===== src/uhp_params.svh =====
`ifndef UHP_PARAMS_SVH
`define UHP_PARAMS_SVH
// register byte offsets
`define UHP_OFS_CMD 12'h140
`define UHP_OFS_STS 12'h144
`define UHP_OFS_PORT 12'h184
`define UHP_OFS_MODE 12'h1a8
// port register fields
`define UHP_B_CCS 0
`define UHP_B_CSC 1
`define UHP_B_PE 2
`define UHP_B_PEC 3
`define UHP_B_OCA 4
`define UHP_B_OCC 5
`define UHP_B_FPR 6
`define UHP_B_SLEEP_REQUEST_BIT 7
`define UHP_B_PR 8
`define UHP_B_LS 10
`define UHP_B_PP 12
// mode register fields and reset
`define UHP_B_ROLE 0
`define UHP_B_ES 2
`define UHP_B_FIFO_STREAM_OFF 4
`define UHP_MODE_RST 32'h00000003
`define UHP_ROLE_HOST 2'h3
`define UHP_ROLE_IDLE 2'h0
// command and status fields
`define UHP_B_CMD_RST 1
`define UHP_B_PCD 2
// line states
`define UHP_LS_J 2'h2
`define UHP_LS_K 2'h1
// signalling times
`define UHP_CLK_MHZ 100
`define UHP_RST_MS 10
`define UHP_RSM_MS 20
`define UHP_RST_CYC (`UHP_RST_MS * 1000 * `UHP_CLK_MHZ)
`define UHP_RSM_CYC (`UHP_RSM_MS * 1000 * `UHP_CLK_MHZ)
`endif


===== src/uhp_pkg.sv =====
package uhp_pkg;
	typedef enum logic [1:0] {
		UHP_SEQ_IDLE = 2'b00,
		UHP_SEQ_RESET = 2'b01,
		UHP_SEQ_RESUME = 2'b10
	} uhp_seq_e;
	typedef struct packed {
		logic pp;
		logic pr;
		logic sleep_request_bit;
		logic resume_drive_bit;
		logic overcurrent_change_flag;
		logic overcurrent_active_bit;
		logic enable_change_flag;
		logic pe;
		logic connect_change_flag;
		logic connect_present_bit;
	} uhp_port_s;
	typedef struct packed {
		logic stream_off;
		logic byte_order;
		logic [1:0] role;
		logic role_locked;
	} uhp_mode_s;
	typedef struct packed {
		logic drive_reset;
		logic drive_resume;
		logic data_block;
		logic [1:0] port_state;
		logic launch_ok;
	} uhp_pins_s;
endpackage : uhp_pkg


===== src/uhp_port.sv =====
// Operation
// port reset bit starts bus reset; hardware clears it when done
// power off holds reset, sleep, resume, enable and connect bits at zero
// port state from enable and sleep: 0x disabled, 10 enabled, 11 suspended
// suspend takes effect after current transaction; bit shows it only then
// suspended port sets resume drive bit on J-to-K line transition
// remote wake also sets port change detect in main status
// sleep bit cleared whenever resume drive bit returns to zero
// software zero writes to sleep bit are ignored
// software must not request sleep while the link is disabled
// resume drive bit one drives full-speed K on the port
// hardware times resume and clears the bit; zero writes ignored
// over-current change set on any change of active; write one clears
// over-current active follows the supply fault input
// enable change set only on disconnect or EOF2 disable; write one clears
// enable set only by reset sequence; disabled by faults or software
// disabled port blocks data except reset; enable follows actual state
// connect change set on every connect change; write one clears
// role register at 1a8h, resets to 00000003h host
// stream off makes transmit FIFO fill completely before launch
// byte order select swaps buffer bytes only, default little-endian
// role field takes one write after reset; command reset re-arms it
// role encoding: 00 idle, 01 and 10 reserved, 11 host
// internal counter times reset and resume signalling
`timescale 1ns/1ps
`include "uhp_params.svh"
module uhp_port #(
	parameter bit HOST_ONLY = 1'b1,
	parameter int unsigned RST_CYCLES = `UHP_RST_CYC,
	parameter int unsigned RSM_CYCLES = `UHP_RSM_CYC
) (
	// clock and reset
	input wire logic i_clk,
	input wire logic i_rst_b,
	// register port
	input wire logic [11:0] i_addr,
	input wire logic [31:0] i_wdata,
	input wire logic i_wr,
	input wire logic i_rd,
	output logic [31:0] o_rdata,
	// port line side
	input wire logic i_connect,
	input wire logic [1:0] i_line_state,
	input wire logic i_vbus_fault,
	input wire logic i_xact_busy,
	input wire logic i_eof2_fault,
	input wire logic i_port_fault,
	input wire logic i_txfifo_full,
	output uhp_pkg::uhp_pins_s o_pins,
	// mode outputs and buffer data path
	output logic o_fifo_stream_off,
	output logic [1:0] o_role,
	input wire logic [31:0] i_buf_data,
	output logic [31:0] o_buf_data
);
	// ==========================================================
	// decode helpers
	function automatic logic hit(input logic [11:0] a, input logic [11:0] ofs);
		hit = (a == ofs);
	endfunction : hit

	function automatic logic [31:0] swap(input logic [31:0] w, input logic en);
		swap = en ? {w[7:0], w[15:8], w[23:16], w[31:24]} : w;
	endfunction : swap

	localparam logic [20:0] RST_LAST = 21'(RST_CYCLES - 1);
	localparam logic [20:0] RSM_LAST = 21'(RSM_CYCLES - 1);
	localparam logic [1:0] ROLE_RST = HOST_ONLY ? `UHP_ROLE_HOST : `UHP_ROLE_IDLE;

	// ==========================================================
	// state
	uhp_pkg::uhp_port_s port_q, port_d;
	uhp_pkg::uhp_mode_s mode_q, mode_d;
	uhp_pkg::uhp_pins_s pins_d;
	uhp_pkg::uhp_seq_e seq_q, seq_d;
	logic [20:0] cnt_q, cnt_d;
	logic [1:0] ls_q;
	logic pend_q, pend_d, pcd_q, pcd_d;
	logic [31:0] rdata_d, buf_d;
	logic wr_port, wr_mode, wr_sts, soft_rst, wake;

	assign wr_port = i_wr && hit(i_addr, `UHP_OFS_PORT);
	assign wr_mode = i_wr && hit(i_addr, `UHP_OFS_MODE);
	assign wr_sts = i_wr && hit(i_addr, `UHP_OFS_STS);
	assign soft_rst = i_wr && hit(i_addr, `UHP_OFS_CMD) && i_wdata[`UHP_B_CMD_RST];
	// remote wake on J-to-K
	assign wake = port_q.sleep_request_bit && !port_q.resume_drive_bit && ls_q == `UHP_LS_J
		&& i_line_state == `UHP_LS_K;

	// ==========================================================
	// port next state; hardware events come after software so set wins
	always_comb begin
		port_d = port_q;
		seq_d = seq_q;
		cnt_d = cnt_q;
		pend_d = pend_q;
		pcd_d = pcd_q;
		if (wr_port) begin
			port_d.pp = i_wdata[`UHP_B_PP];
			// write one clears
			if (i_wdata[`UHP_B_OCC]) port_d.overcurrent_change_flag = 1'b0;
			// write one clears
			if (i_wdata[`UHP_B_PEC]) port_d.enable_change_flag = 1'b0;
			// write one clears
			if (i_wdata[`UHP_B_CSC]) port_d.connect_change_flag = 1'b0;
			// start bus reset
			if (i_wdata[`UHP_B_PR] && port_q.pp) begin
				port_d.pr = 1'b1;
				port_d.pe = 1'b0;
				port_d.resume_drive_bit = 1'b0; // reset aborts resume, else the bit would stick
				port_d.sleep_request_bit = 1'b0;
				pend_d = 1'b0;
				seq_d = uhp_pkg::UHP_SEQ_RESET;
				cnt_d = '0;
			end
			// only a one requests sleep
			if (i_wdata[`UHP_B_SLEEP_REQUEST_BIT] && port_q.pe && !port_q.sleep_request_bit) pend_d = 1'b1;
			// zero writes ignored; one starts resume
			if (i_wdata[`UHP_B_FPR] && !port_q.resume_drive_bit && seq_q == uhp_pkg::UHP_SEQ_IDLE) begin
				port_d.resume_drive_bit = 1'b1;
				seq_d = uhp_pkg::UHP_SEQ_RESUME;
				cnt_d = '0;
			end
			// software may only disable
			if (!i_wdata[`UHP_B_PE]) port_d.pe = 1'b0;
		end
		if (wr_sts && i_wdata[`UHP_B_PCD]) pcd_d = 1'b0;
		// follow the fault input
		port_d.overcurrent_active_bit = i_vbus_fault;
		// flag any change
		if (i_vbus_fault != port_q.overcurrent_active_bit) port_d.overcurrent_change_flag = 1'b1;
		// every connect change, even if set
		if (port_q.pp && i_connect != port_q.connect_present_bit) begin
			port_d.connect_present_bit = i_connect;
			port_d.connect_change_flag = 1'b1;
			pcd_d = 1'b1;
		end
		// disconnect or EOF2 disable flags change
		if (port_q.pe && ((port_q.connect_present_bit && !i_connect) || i_eof2_fault)) begin
			port_d.pe = 1'b0;
			port_d.enable_change_flag = 1'b1;
		end
		// other faults disable silently
		if (port_q.pe && i_port_fault) port_d.pe = 1'b0;
		// sleep lands only between transactions
		if (pend_q && !i_xact_busy) begin
			port_d.sleep_request_bit = port_d.pe;
			pend_d = 1'b0;
		end
		// remote wake
		if (wake) begin
			port_d.resume_drive_bit = 1'b1;
			pcd_d = 1'b1;
			seq_d = uhp_pkg::UHP_SEQ_RESUME;
			cnt_d = '0;
		end
		// signalling timer
		unique case (seq_q)
			uhp_pkg::UHP_SEQ_IDLE: begin
			end
			uhp_pkg::UHP_SEQ_RESET: begin
				cnt_d = cnt_q + 21'h1;
				// self clear; enable only here
				if (cnt_q == RST_LAST) begin
					port_d.pr = 1'b0;
					port_d.pe = port_d.connect_present_bit;
					seq_d = uhp_pkg::UHP_SEQ_IDLE;
				end
			end
			uhp_pkg::UHP_SEQ_RESUME: begin
				cnt_d = cnt_q + 21'h1;
				// end of resume clears both
				if (cnt_q == RSM_LAST) begin
					port_d.resume_drive_bit = 1'b0;
					port_d.sleep_request_bit = 1'b0;
					seq_d = uhp_pkg::UHP_SEQ_IDLE;
				end
			end
			default: seq_d = uhp_pkg::UHP_SEQ_IDLE;
		endcase
		// unpowered port reads zero except the over-current and line state bits
		if (!port_d.pp) begin
			{port_d.pr, port_d.sleep_request_bit, port_d.resume_drive_bit, port_d.enable_change_flag} = 4'h0;
			{port_d.pe, port_d.connect_change_flag, port_d.connect_present_bit} = 3'h0;
			pend_d = 1'b0;
			seq_d = uhp_pkg::UHP_SEQ_IDLE;
		end
	end

	// ==========================================================
	// mode next state and registered outputs
	always_comb begin
		mode_d = mode_q;
		if (wr_mode) begin
			mode_d.stream_off = i_wdata[`UHP_B_FIFO_STREAM_OFF];
			mode_d.byte_order = i_wdata[`UHP_B_ES];
			// role takes one write only
			if (!mode_q.role_locked) begin
				mode_d.role = i_wdata[`UHP_B_ROLE +: 2];
				mode_d.role_locked = 1'b1;
			end
		end
		// command reset re-arms the role
		if (soft_rst) begin
			mode_d = '0;
			mode_d.role = ROLE_RST;
		end
		// state encoding; K drive; block when not enabled
		pins_d.drive_reset = port_d.pr;
		pins_d.drive_resume = port_d.resume_drive_bit;
		pins_d.data_block = !port_d.pe || port_d.sleep_request_bit;
		pins_d.port_state = {port_d.pe, port_d.pe && port_d.sleep_request_bit};
		// hold launch until FIFO full
		pins_d.launch_ok = !mode_d.stream_off || i_txfifo_full;
		// swap only buffer data
		buf_d = swap(i_buf_data, mode_d.byte_order);
		rdata_d = 32'h0;
		if (i_rd && hit(i_addr, `UHP_OFS_PORT)) begin
			rdata_d[`UHP_B_PP] = port_q.pp;
			rdata_d[`UHP_B_LS +: 2] = i_line_state;
			rdata_d[`UHP_B_PR] = port_q.pr;
			rdata_d[`UHP_B_SLEEP_REQUEST_BIT] = port_q.sleep_request_bit;
			rdata_d[`UHP_B_FPR] = port_q.resume_drive_bit;
			rdata_d[`UHP_B_OCC] = port_q.overcurrent_change_flag;
			rdata_d[`UHP_B_OCA] = port_q.overcurrent_active_bit;
			rdata_d[`UHP_B_PEC] = port_q.enable_change_flag;
			rdata_d[`UHP_B_PE] = port_q.pe;
			rdata_d[`UHP_B_CSC] = port_q.connect_change_flag;
			rdata_d[`UHP_B_CCS] = port_q.connect_present_bit;
		end else if (i_rd && hit(i_addr, `UHP_OFS_MODE)) begin
			rdata_d[`UHP_B_FIFO_STREAM_OFF] = mode_q.stream_off;
			rdata_d[`UHP_B_ES] = mode_q.byte_order;
			rdata_d[`UHP_B_ROLE +: 2] = mode_q.role;
		end else if (i_rd && hit(i_addr, `UHP_OFS_STS)) begin
			rdata_d[`UHP_B_PCD] = pcd_q;
		end
	end

	// ==========================================================
	// registers
	always_ff @(posedge i_clk or negedge i_rst_b) begin
		if (!i_rst_b) begin
			port_q <= '0;
			seq_q <= uhp_pkg::UHP_SEQ_IDLE;
			cnt_q <= '0;
			ls_q <= 2'h0;
			pend_q <= 1'b0;
			pcd_q <= 1'b0;
			// host-only default 11
			mode_q <= '{stream_off: 1'b0, byte_order: 1'b0, role: ROLE_RST, role_locked: 1'b0};
			o_pins <= '0;
			o_rdata <= 32'h0;
			o_buf_data <= 32'h0;
			o_fifo_stream_off <= 1'b0;
			o_role <= ROLE_RST;
		end else begin
			port_q <= port_d;
			seq_q <= seq_d;
			cnt_q <= cnt_d;
			ls_q <= i_line_state;
			pend_q <= pend_d;
			pcd_q <= pcd_d;
			mode_q <= mode_d;
			o_pins <= pins_d;
			o_rdata <= rdata_d;
			o_buf_data <= buf_d;
			o_fifo_stream_off <= mode_d.stream_off;
			o_role <= mode_d.role;
		end
	end
endmodule : uhp_port


===== config.mk =====
export PLATFORM = sky130hd
export DESIGN_NAME = uhp_port
export DESIGN_NICKNAME = d
export VERILOG_FILES = /design/src/uhp_pkg.sv /design/src/uhp_port.sv
export VERILOG_INCLUDE_DIRS = /design/src
export SDC_FILE = /design/constraint.sdc
export NUM_CORES = 1
export LEC_CHECK = 0
export ABC_CLOCK_PERIOD_IN_PS = 2400
export BUFFER_PORTS_ARGS = -buffer_cell sky130_fd_sc_hd__buf_4
export CAP_MARGIN = 25
export CORE_AREA = 2 2 107 88
export DETAILED_ROUTE_END_ITERATION = 16
export DIE_AREA = 0 0 109 90
export GPL_ROUTABILITY_DRIVEN = 0
export PLACE_DENSITY = 0.79
export REMOVE_ABC_BUFFERS = 1
export SLEW_MARGIN = 20
export SYNTH_ARGS = -nofsm -noshare
export SYNTH_HDL_FRONTEND = slang
export SYNTH_SLANG_ARGS = --single-unit

===== constraint.sdc =====
create_clock -name i_clk -period 2.4 [get_ports i_clk]
set_input_delay 0.36 -clock i_clk [delete_from_list [all_inputs] [get_ports i_clk]]
set_output_delay 0.36 -clock i_clk [all_outputs]
set_load 0.05 [all_outputs]

==> results.toml <==
[status]
status = "complete, no violations"

[sta]
clock.fmax_ghz = 0.428
min_period_over_period_pct = 97.2
final_hold_viol_count = 0
finalCriticalPeriod_ps = 2330
setup_tns_ps = 0
maxSlewHeadroom_pct = 61.7
setup_viol = 0
finalClockSkew_ps = 13.1
rsz0062_at_grt = "false"
setup_ws_ps = 66.2
tightest_slew_ps = 574
slew_viol_final = 0

[power]
power.leakage_nw = 2.62
power_w = 0.00293
power.density_nw_per_um2 = 535
peakVddDrop_mv = 0.444

[clocking]
htreeDepth = 3
cts_sinks = 89
clockBufferDepth = 2
clkLatencyLatePin_ps = 370
cts_tree = "built"
clkTransAtPathRegs_ps = 100
ctsRootBufferMaster = "clkbuf_8"
cts_setup_buffers = 0
cts_buffers = 9

[route]
antenna_left = 0
wirelength_um = 9200
wl_per_cell_um = 15.0
drtIter0Drc = 156
drc = 0
via_count = 3182
via_per_inst = 5.20
dr.pass1.iters = 4

[yosys]
synth_top_area_cell = "dfrtp_1"
synthTopCellsByArea = "dfrtp_1, mux2_2, buf_4"
syn_area_per_cell_um2 = 11.8
synth-edff-count = 0
ys_types = 52
netlist_area_um2 = 4220
async_flop_share_pct = 100
postSynthCellCount = 359
yosysSeqAreaShare_pct = 52.8
synth_compound_area_share_pct = 9.28
synth_xor_area_share_pct = 3.32
yosysWarningCount = 0
synthSimpleGateAreaFrac_pct = 15.7
synthAdderAreaFrac_pct = 1.78
yosys.area.top_type_share_pct = 51.6
synthFlopType = "dfrtp_1"
synth_top_family_by_area = "simple AND/OR/NAND/NOR gates"
synthMuxAreaShare_pct = 10.1
ys_ff_latch = 89

[worst_setup_path]
crit_path_end = "cnt_q[4]$_DFFE_PN0P_"
reg2regPathDepth = 5
path_class = "in -> reg"
reg2reg_slack_ps = 200
worstPathMaxFanout = 10
crit_start = "i_addr[4]"
crit_required_ps = 2660
arrival_ps = 2590
timing.rr.end = "o_pins[1]$_DFF_PN0_"
cp-start-kind = "input pin"
r2r-start = "cnt_q[10]$_DFFE_PN0P_"
critPathCaptureType = "flop"

[worst_hold_path]
hp-class = "in -> reg"

[global_route]
antenna_found_initial = 0
grtUsageTotal_pct = 19.5
overflow = 0
grt_max_degree = 47
grt_pass1_wl_um = 15000
grt_pass1_vias = 3082

[floorplan]
die-area_um2 = 9810
coreArea_um2 = 8800
start_util_pct = 47.9
dieWidth_um = 109
die_h_um = 90
num_io_pins = 161
rows = 31

[final_layout]
n_antenna_cell = 0
syn_to_final_growth_pct = 29.8
fin_cells = 612
fillers = 723
final_nets = 586
drive_gt1_share_pct = 38.8
fin_util_pct = 62.2

[placed_design]
port_buffers = 118
hpwl_um = 6870
dpl.cell_count = 595
dpl_worst_slack_ps = -372

[flow_run]
drv_cap = 0
==> cell families after synthesis <==
group / count (synthesis)
DFF: 89
AOI/OAI and AO/OA: 50
buffers and inverters: 46
xor gates and xnor gates: 16
adders and majority gates: 6
muxes: 37
and+or+nand+nor: 114
other: 1
==> metrics by stage <==
step	instance area [um^2]	hold slack, ps
global placement	5260	392
floorplan	4030	64.4
global route	5480	95.4
CTS	5460	105
detailed placement	5260	399
finish	5480	122
==> metal layers <==
metal | share of wire, % | wire length [um] | global-route usage (%) | up-vias
li1 | - | - | - | 1515
met1 | 42 | 3900 | 25.5 | 1531
met2 | 49 | 4520 | 31.3 | 121
met3 | 6.8 | 623 | 5.22 | 15
met4 | 1.7 | 157 | 6.20 | 0
met5 | 0 | 0 | 0 | -
==> cell usage in the layout, fill, tap and decap left out, types with 3 or more instances in the layout <==
master    Yosys  final
and3_1        7      6
nand4b_1      3      3
mux2_1        7      7
conb_1        1     20
a21oi_1       6      6
clkbuf_8      0      9
nor3_1        8      8
and4_1        3      3
dfrtp_1      87     87
inv_1         9      9
and2_1       13     13
ha_1          6      6
nand3_1      10     10
nor2_1        8      8
nand2_1      27     27
nand4_1       8      8
mux2_2       27     27
nand2b_1      4      4
xnor2_1      14     14
inv_6         0      4
nor4_1        3      3
buf_4        25    136
nor4b_1       5      5
o21ai_0       6      6
buf_12        0      3
a22o_1       20     20
==> cell usage after synthesis, types with 3 or more instances <==
| master | count |
|---|---|
| dfrtp_1 | 87 |
| xnor2_1 | 14 |
| inv_1 | 9 |
| a22o_1 | 20 |
| o21ai_0 | 6 |
| nand2_1 | 27 |
| buf_4 | 25 |
| and4_1 | 3 |
| a21oi_1 | 6 |
| mux2_1 | 7 |
| nand2b_1 | 4 |
| nor2_1 | 8 |
| buf_6 | 3 |
| nor3b_1 | 3 |
| ha_1 | 6 |
| and2_1 | 13 |
| nor3_1 | 8 |
| and3_1 | 7 |
| nand4b_1 | 3 |
| nand4_1 | 8 |
| mux2_2 | 27 |
| nor4b_1 | 5 |
| nand3_1 | 10 |
| clkbuf_1 | 7 |
| nor4_1 | 3 |
==> timing repair <==
action	4_1_cts	5_1_grt
resized for setup	0	4
endpoints found under the hold margin	16	0
hold buffers	1	0
setup endpoints to repair	0	34
==> sequential cells by signal, summed over array words and instances (netlist names) <==
signal	flops
o_buf_data	32
cnt_q	21
o_rdata	12
port_q	9
mode_q	5
o_pins	4
ls_q	2
seq_q	2
pcd_q	1
pend_q	1
==> worst min-delay path by stage <==
stage / startpoint / to / slack [ps] / depth (start not counted)
floorplan: i_rst_b / cnt_q[0]$_DFFE_PN0P_ / 60 / 0
global placement: i_rst_b / o_rdata[8]$_DFF_PN0_ / 390 / 1
detailed placement: i_rst_b / o_pins[1]$_DFF_PN0_ / 400 / 1
CTS: i_line_state[0] / ls_q[0]$_DFF_PN0_ / 110 / 1
global route: i_line_state[0] / ls_q[0]$_DFF_PN0_ / 100 / 1
finish: i_line_state[0] / ls_q[0]$_DFF_PN0_ / 120 / 1
==> report_power, final <==
part           internal, W  total (W)  leakage (nW)  switching [W]
Clock             0.000407   0.000991        0.0991       0.000584
Sequential         0.00153    0.00154          1.14      0.0000106
Combinational     0.000140   0.000401          1.38       0.000260
==> area by class of cell <==
class | count | area (um^2) | share of cell area [%]
clock buffer | 9 | 124 | 2.26
clock inverter | 7 | 66.3 | 1.21
inverter | 9 | 33.8 | 0.617
multi-input combinational | 243 | 1790 | 32.6
sequential | 89 | 2230 | 40.7
tap | 115 | 144 | 2.63
timing repair buffer | 140 | 1090 | 19.9
==> worst max-delay path, cell delays in order <==
cell,delay [ps]
buf_4,110
or3b_1,380
or3_1,370
buf_4,160
or4_1,570
and3_4,220
buf_12,140
a211o_1,280
No activity file was read; power rests on OpenSTA's default activity.
